### src/hw/cim_pkg.sv
package cim_pkg;

    // clock interrupt mask register, field positions
    localparam int unsigned REG_W          = 8;
    localparam int unsigned BIT_STOP_DLY   = 7;
    localparam int unsigned BIT_IRQ_DLY_EN = 6;
    localparam int unsigned BIT_EVENT_EN   = 5;
    localparam int unsigned BIT_ALARM_EN   = 4;
    localparam int unsigned BIT_TIMER_EN   = 3;
    localparam int unsigned RSVD_HI        = 2;
    localparam int unsigned RSVD_LO        = 0;

    // all enables default to disabled, short stop delay
    localparam logic [7:0] REG_RESET = 8'h00;

    // countdown source rate selection that never gets the irq delay
    localparam logic [1:0] RATE_4096HZ = 2'h0;

    // interrupt sources in the per-source loop
    localparam int unsigned SRC_N     = 3;
    localparam int unsigned SRC_EVENT = 0;
    localparam int unsigned SRC_ALARM = 1;
    localparam int unsigned SRC_TIMER = 2;

    // timing
    localparam longint unsigned CLK_HZ            = 50_000_000;
    localparam longint unsigned STOP_OFF_SHORT_US = 1_400;
    localparam longint unsigned STOP_OFF_LONG_US  = 75_000;
    localparam longint unsigned IRQ_HOLD_DIV      = 256;

    localparam int unsigned CNT_W = 22;

    // typical figures, rounded down
    localparam longint unsigned STOP_OFF_SHORT_CYC = CLK_HZ / 1_000_000 * STOP_OFF_SHORT_US;
    localparam longint unsigned STOP_OFF_LONG_CYC  = CLK_HZ / 1_000_000 * STOP_OFF_LONG_US;
    // least hold time, rounded up
    localparam longint unsigned IRQ_HOLD_CYC = (CLK_HZ + IRQ_HOLD_DIV - 1) / IRQ_HOLD_DIV;

endpackage

### src/hw/cim_interval_timer.sv
`timescale 1ns/10ps

module cim_interval_timer #(
    parameter int unsigned CNT_W = 22
) (
    input  wire logic             mclk_in,
    input  wire logic             rst_n_in,
    input  wire logic             start_in,
    input  wire logic [CNT_W-1:0] load_in,
    output logic                  busy_out
);

    logic [CNT_W-1:0] count_r;

    // a new start restarts the interval from its full length
    always_ff @(posedge mclk_in) begin
        if (!rst_n_in) begin
            count_r <= '0;
        end else if (start_in) begin
            count_r <= load_in;
        end else if (count_r != '0) begin
            count_r <= count_r - 1'b1;
        end
    end

    assign busy_out = (count_r != '0);

endmodule

### src/hw/cim_clock_irq_mask.sv
`timescale 1ns/10ps

module cim_clock_irq_mask #(
    parameter int unsigned CNT_W          = cim_pkg::CNT_W,
    parameter int unsigned STOP_SHORT_CYC = int'(cim_pkg::STOP_OFF_SHORT_CYC),
    parameter int unsigned STOP_LONG_CYC  = int'(cim_pkg::STOP_OFF_LONG_CYC),
    parameter int unsigned IRQ_HOLD_CYC   = int'(cim_pkg::IRQ_HOLD_CYC)
) (
    input  wire logic        mclk_in,
    input  wire logic        rst_n_in,
    input  wire logic        reg_wr_in,
    input  wire logic [7:0]  reg_wdata_in,
    output logic      [7:0]  reg_rdata_out,
    input  wire logic        i2c_stop_in,
    input  wire logic        clock_off_delay_enable_in,
    input  wire logic        direct_clock_out_disable_in,
    input  wire logic [1:0]  timer_source_rate_select_in,
    input  wire logic        event_input_irq_signal_in,
    input  wire logic        alarm_irq_signal_in,
    input  wire logic        countdown_irq_signal_in,
    output logic             clock_output_pin_en_out,
    output logic             irq_out
);

    localparam logic [CNT_W-1:0] STOP_SHORT_LD = CNT_W'(STOP_SHORT_CYC);
    localparam logic [CNT_W-1:0] STOP_LONG_LD  = CNT_W'(STOP_LONG_CYC);
    localparam logic [CNT_W-1:0] IRQ_HOLD_LD   = CNT_W'(IRQ_HOLD_CYC);

    logic [7:0]               mask_r;
    logic                     clk_on_r;
    logic                     clk_on_nxt;
    logic                     irq_r;
    logic                     irq_nxt;

    localparam int unsigned SRC_BITS = cim_pkg::SRC_N;

    logic                     stop_off_delay_select;
    logic                     irq_after_clock_on_delay_en;
    logic [SRC_BITS-1:0]      src_clk_en;
    logic [SRC_BITS-1:0]      src_irq;
    logic [SRC_BITS-1:0]      src_delayable;
    logic [SRC_BITS-1:0]      src_sel;
    logic [SRC_BITS-1:0]      src_pass;

    logic                     stop_start;
    logic [CNT_W-1:0]         stop_load;
    logic                     stop_busy;
    logic                     hold_start;
    logic                     hold_busy;
    logic                     hold_active;
    logic                     any_sel;

    // register: written whole by the I2C byte engine, read back as stored
    always_ff @(posedge mclk_in) begin
        if (!rst_n_in) begin
            mask_r <= cim_pkg::REG_RESET;
        end else if (reg_wr_in) begin
            mask_r <= reg_wdata_in;
        end
    end

    always_ff @(posedge mclk_in) begin
        if (!rst_n_in) begin
            reg_rdata_out <= cim_pkg::REG_RESET;
        end else if (reg_wr_in) begin
            reg_rdata_out <= reg_wdata_in;
        end
    end

    assign stop_off_delay_select       = mask_r[cim_pkg::BIT_STOP_DLY];
    assign irq_after_clock_on_delay_en = mask_r[cim_pkg::BIT_IRQ_DLY_EN];

    assign src_clk_en[cim_pkg::SRC_EVENT] = mask_r[cim_pkg::BIT_EVENT_EN];
    assign src_clk_en[cim_pkg::SRC_ALARM] = mask_r[cim_pkg::BIT_ALARM_EN];
    assign src_clk_en[cim_pkg::SRC_TIMER] = mask_r[cim_pkg::BIT_TIMER_EN];

    assign src_irq[cim_pkg::SRC_EVENT] = event_input_irq_signal_in;
    assign src_irq[cim_pkg::SRC_ALARM] = alarm_irq_signal_in;
    assign src_irq[cim_pkg::SRC_TIMER] = countdown_irq_signal_in;

    // at 4096 Hz the countdown event is too fast to hold back
    assign src_delayable[cim_pkg::SRC_EVENT] = 1'b1;
    assign src_delayable[cim_pkg::SRC_ALARM] = 1'b1;
    assign src_delayable[cim_pkg::SRC_TIMER] =
        (timer_source_rate_select_in != cim_pkg::RATE_4096HZ);

    // delay only counts while clock-on is interrupt driven
    assign hold_active = irq_after_clock_on_delay_en
                       & direct_clock_out_disable_in
                       & (hold_start | hold_busy);

    genvar g;
    generate
        for (g = 0; g < SRC_BITS; g++) begin : g_src
            // enabled source asks for the clock output
            assign src_sel[g] = src_irq[g] & src_clk_en[g];
            // enabled, delayable sources are held back; others pass straight
            assign src_pass[g] = src_irq[g]
                               & ~(src_clk_en[g] & src_delayable[g] & hold_active);
        end
    endgenerate

    assign any_sel = |src_sel;

    // stop-off hold: only when the event control enables it
    assign stop_start = i2c_stop_in & clock_off_delay_enable_in;
    assign stop_load  = stop_off_delay_select ? STOP_LONG_LD : STOP_SHORT_LD;

    cim_interval_timer #(
        .CNT_W    (CNT_W)
    ) u_stop_timer (
        .mclk_in  (mclk_in),
        .rst_n_in (rst_n_in),
        .start_in (stop_start),
        .load_in  (stop_load),
        .busy_out (stop_busy)
    );

    // clock output: directly enabled, interrupt driven, or held after STOP
    always_comb begin
        clk_on_nxt = ~direct_clock_out_disable_in
                   | any_sel
                   | stop_start
                   | stop_busy;
    end

    always_ff @(posedge mclk_in) begin
        if (!rst_n_in) begin
            clk_on_r <= 1'b0;
        end else begin
            clk_on_r <= clk_on_nxt;
        end
    end

    assign clock_output_pin_en_out = clk_on_r;

    // hold window opens on the clock output's off-to-on edge
    assign hold_start = clk_on_nxt & ~clk_on_r;

    cim_interval_timer #(
        .CNT_W    (CNT_W)
    ) u_hold_timer (
        .mclk_in  (mclk_in),
        .rst_n_in (rst_n_in),
        .start_in (hold_start),
        .load_in  (IRQ_HOLD_LD),
        .busy_out (hold_busy)
    );

    // interrupt output: level, follows the sources one cycle late
    always_comb begin
        irq_nxt = |src_pass;
    end

    always_ff @(posedge mclk_in) begin
        if (!rst_n_in) begin
            irq_r <= 1'b0;
        end else begin
            irq_r <= irq_nxt;
        end
    end

    assign irq_out = irq_r;

endmodule

### config.mk
export PLATFORM = sky130hd
export DESIGN_NAME = cim_clock_irq_mask
export DESIGN_NICKNAME = d
export VERILOG_FILES = /design/src/hw/cim_pkg.sv /design/src/hw/cim_interval_timer.sv /design/src/hw/cim_clock_irq_mask.sv
export SDC_FILE = /design/constraint.sdc
export NUM_CORES = 1
export LEC_CHECK = 0
export BUFFER_PORTS_ARGS = -buffer_cell sky130_fd_sc_hd__buf_2
export CAP_MARGIN = 20
export CORE_MARGIN = 5
export CORE_UTILIZATION = 30
export CTS_CLUSTER_DIAMETER = 60
export CTS_CLUSTER_SIZE = 30
export DETAILED_ROUTE_END_ITERATION = 8
export GPL_TIMING_DRIVEN = 0
export HOLD_SLACK_MARGIN = 0.15
export PLACE_DENSITY_LB_ADDON = 0.25
export SKIP_CTS_REPAIR_TIMING = 1
export SYNTH_ARGS = -nofsm -noshare
export SYNTH_HDL_FRONTEND = slang
export SYNTH_SLANG_ARGS = --single-unit
### constraint.sdc
create_clock -name mclk_in -period 1.85 [get_ports mclk_in]
set_input_delay 0.37 -clock mclk_in [delete_from_list [all_inputs] [get_ports mclk_in]]
set_output_delay 0.37 -clock mclk_in [all_outputs]
set_load 0.05 [all_outputs]
Word-level counts from Yosys, hierarchy flattened
Index checks and enable logic that the tools add are counted.
Widths: inputs -> output; s select.
- output and inout bits: 10
- word-level logic and storage cells: 45
- input bits: 19
- register bits: 54
- muxes and demuxes: 5
- bitwise operators: 24
- $add $sub $neg: 2
- reduce and logical (&&, ||, !) cells: 8
- operators by type and width (cell ; count):
    $mux 22 ; 3
    $reduce_bool 22->1 ; 2
    $sub 22x1->22 const B ; 2
    $mux 18 ; 2
    $and 1x1->1 ; 14
    $not 1->1 ; 6
    $reduce_bool 2->1 ; 3
    $reduce_or 3->1 ; 2
    $or 1x1->1 ; 4
    $reduce_or 2->1 ; 1

Depth between registers and ports, before layout
- depth in word-level cells: 12
- gate-level depth with buffers: 8
- gate-level depth less buffers: 7

Cells and area by module
A second synthesis with hierarchy kept.
- cell total of the unflattened synthesis: 336
- area total of the unflattened synthesis: 2915.3 µm²
- modules (own cells, without submodules) (module ; area an instance (µm²) ; cells an instance ; times used ; sequential area each (µm²)):
    cim_interval_timer (u_stop_timer) ; 1248.7 ; 149 ; 1 ; 440.4
    cim_interval_timer (u_hold_timer) ; 1194.9 ; 137 ; 1 ; 440.4
    cim_clock_irq_mask ; 471.7 ; 50 ; 1 ; 200.2

Worst setup path after synthesis
OpenSTA, ideal clock, no wires.
- kind: register to register
- start point: register u_hold_timer.count_r[9]
- end point: register u_hold_timer.count_r[12]
- cell stages (with the launch flop): 7
- period minus slack after synthesis: 2.007 ns
- buffers on the path: 1
- slack: -0.157 ns
- arrival: 1.893 ns
- data required time: 1.735 ns
- setup time: 0.115 ns
- cells stage by stage: dfxtp_1 or4_1 buf_2 or4_4 o21ai_1 xnor2_1 o21a_1
- longest elaborated chain between the ends: 3
- elaborated cells on any way between the ends: 5
- classes of those cells: 1 x add/sub; 2 x mux; 2 x reduce/logical
- RTL lines (element ; line ; RTL):
    start: declaration ; cim_interval_timer.sv:13 ; logic [CNT_W-1:0] count_r;
    start signal: assignment ; cim_interval_timer.sv:20 ; count_r <= load_in;
    start signal: assignment ; cim_interval_timer.sv:22 ; count_r <= count_r - 1'b1;
    $sub 22x1->22 ; cim_interval_timer.sv:22 ;
    $mux 18 ; cim_interval_timer.sv:21 ; end else if (count_r != '0) begin
    $mux 18 ; cim_interval_timer.sv:19 ; end else if (start_in) begin
Parallel ways exist; a longest one is shown, timed or not. The select of a mux whose other input is x is not followed.
A chain may end at the register's enable or synchronous reset.

Worst setup path after layout
Ends and elaborated chain as after synthesis.

==> impl_metrics.yaml <==
sta:
  slew-limit-headroom_pct: 53.5
  max_freq_ghz: 0.472
  worst_pin_slew_ns: 0.696
  fin_crit_ns: 2.12
  finalHoldViolCount: 0
  setup_viol: 23
  finalWorstSetupSlack_ns: -0.269
  period_share_pct: 115
  report.final.slew_viol_count: 0
  rsz0062_at_grt: "yes"
  final.setup.tns_ns: -4.91
  clock_skew_ns: 0.00513
critical_path:
  worst-r2r-setup-slack_ns: -0.27
  cp-end-kind: "register"
  slowest_stage: "or4_4"
  crit_top_cell: "or4_4"
  critPathMaxFanout: 5
  crit_required_ns: 2.06
  critPathKind: "reg -> reg"
  r2r_cells: 6
  reg2reg_to: "u_hold_timer.count_r[12]"
  worstPathCellList: "or4_4 -> buf_6 -> or4_4 -> o21ai_2 -> xnor2_1 -> o21a_1"
  start_kind: "register"
  cp.arrival_ns: 2.33
  worstReg2RegStart: "u_hold_timer.count_r[9]"
  cpPeakStageDelay_ns: 0.57
min_path:
  min_to: "reg_rdata_out[0]"
  min_from: "reg_wdata_in[0]"
  hold_path_class: "in -> reg"
  hold_depth: 3
synthesis:
  synth_area_leaders: "dfxtp_1, xor2_1, xnor2_1"
  yosysMostFrequentCell: "dfxtp_1"
  netlist.area_leader.share_pct: 38.0
  synthFlopType: "dfxtp_1"
  synth_edf_count: 0
  yosysSeqAreaShare_pct: 38.0
  synth_area_mm2: 0.00285
  synthArstFlopShare_pct: 0
  yosysWarnings: 0
  yosys.area.top_type: "dfxtp_1"
  synthesis.nets: 333
  synth_common_cells: "dfxtp_1, nor2_1, xor2_1"
  syn_avg_cell_area_um2: 9.18
  ys_ff_latch: 54
  synthCells: 310
  ys_types: 53
detailed_routing:
  ant_nets: 0
  viasPerCell: 4.97
  drtIter0Drc: 81
  post_drt_wl_per_cell_um: 14.1
  dr.pass1.iters: 4
  drc: 0
  vias: 2418
  wl_um: 6860
run_status:
  violations: "setup timing"
  outcome: "complete, but fails checks"
global_routing:
  grtUsageTotal_pct: 12.1
  met1_usage_pct: 16.3
  use_met2_pct: 19.7
  busiest_layer: "met2"
  antenna_found_initial: 0
  first_global_vias: 2305
  grt_pass1_wl_um: 11400
  grt_start_max_net_pins: 16
  met3_usage_pct: 2.58
  gr-total-overflow: 0
power:
  leakage_nw: 1.29
  power_mw: 3.92
  cellPowerDensity_mw_per_mm2: 1090
  ir_drop_uv: 645
cts:
  cts_root_buffer: "clkbuf_8"
  cts-buffers-inserted: 5
  cts.path.max_buffers: 2
  cts_sinks: 54
  tritoncts: "yes"
  worstSkewPairLatency_ns: 0.31
  path_clk_slew_ns: 0.10
  h-tree-depth: 2
placement:
  placed_cells: 466
  placed_cell_area_mm2: 0.00316
  globalplace.congestion: 0.754
  dpl.hpwl_um: 4800
  io_buffers: 27
cells_and_area:
  diodes: 0
  fin_nets: 380
  drive_above_1_share_pct: 27.7
  area_delta_synth_final_pct: 26.0
  utilization_pct: 38.8
  fin_cells: 487
  final_area_mm2: 0.00359
die:
  io_pins: 29
  die_y_um: 107
  dieArea_mm2: 0.0115
  core_area_mm2: 0.00924
  rows: 35
  start_util_pct: 30.8
  die_w_um: 107
run:
  max_cap_violations: 0
==> flip-flops by register name, summed over array words and instances, names as in the netlist <==
signal and count:
clock_output_pin_en_out 1, reg_rdata_out 8, irq_out 1, u_stop_timer.count_r 22, u_hold_timer.count_r 22
==> worst max-delay path: cells and delay by family, from the launching register on <==
family                 cells  cell delay, ns
XOR/XNOR                   1            0.09
AO/OA/AOI/OAI              2            0.32
buffers and inverters      1            0.14
AND/OR/NAND/NOR            2            1.10
flip-flops                 1            0.37
==> through the flow <==
stage	hold WS (ns)	worst slack [ns]
3_3_place_gp	0.477	-0.431
2_1_floorplan	0.458	-0.157
5_1_grt	0.334	-0.371
6_report	0.321	-0.269
3_5_place_dp	0.490	-0.418
4_1_cts	0.312	-0.442
==> layout by cell type, fill, tap and decap left out, types with 8 or more instances in the layout <==
| master | count |
|---|---|
| xnor2_1 | 14 |
| buf_4 | 12 |
| nand4_1 | 11 |
| nand2_1 | 12 |
| mux2i_1 | 8 |
| xor2_1 | 19 |
| o21a_1 | 10 |
| nor3_1 | 9 |
| nor2b_1 | 9 |
| buf_2 | 28 |
| a21oi_1 | 9 |
| nor2_1 | 26 |
| dfxtp_1 | 47 |
| clkbuf_8 | 8 |
==> report_power, final <==
group	leakage (nW)	total [mW]	switching, mW	internal (mW)
Sequential	0.448	1.55	0.222	1.33
Combinational	0.796	1.67	0.871	0.802
Clock	0.0482	0.695	0.391	0.304
==> area by class of cell <==
class | instances | area (um^2)
Timing Repair Buffer | 41 | 256
Clock inverter | 1 | 5.00
Fill cell | 959 | 5650
Clock buffer | 7 | 86.3
Multi-Input combinational cell | 233 | 1830
Sequential cell | 54 | 1090
Tap cell | 129 | 161
Buffer | 15 | 126
Inverter | 7 | 26.3
==> logic make-up (layout without fill, tap and decap cells) <==
group | count (synthesis) | after routing | synth area share, %
xor+xnor | 33 | 33 | 10.2
compound gates | 69 | 69 | 18.0
mux | 8 | 8 | 2.81
flops | 54 | 54 | 38.0
simple gates | 119 | 119 | 24.9
fa+ha+maj | 4 | 4 | 1.76
buf+inv | 23 | 71 | 4.44
==> metal layers <==
metal | routed length, um | vias up
met3 | 130 | 5
met5 | 0 | -
met4 | 62 | 0
met2 | 3340 | 9
li1 | - | 1244
met1 | 3330 | 1160
==> worst max path at each step <==
stage / from / end / slack [ns] / depth (start not counted)
after floorplan: u_hold_timer.count_r[9] / u_hold_timer.count_r[12] / -0.16 / 6
after global placement: u_stop_timer.count_r[6] / u_stop_timer.count_r[0] / -0.43 / 5
after detailed placement: u_stop_timer.count_r[13] / u_stop_timer.count_r[0] / -0.42 / 6
after CTS: u_stop_timer.count_r[13] / u_stop_timer.count_r[0] / -0.44 / 6
after global routing: u_hold_timer.count_r[9] / u_hold_timer.count_r[10] / -0.37 / 8
final: u_hold_timer.count_r[9] / u_hold_timer.count_r[12] / -0.27 / 6
No activity file was read; power rests on OpenSTA's default activity.
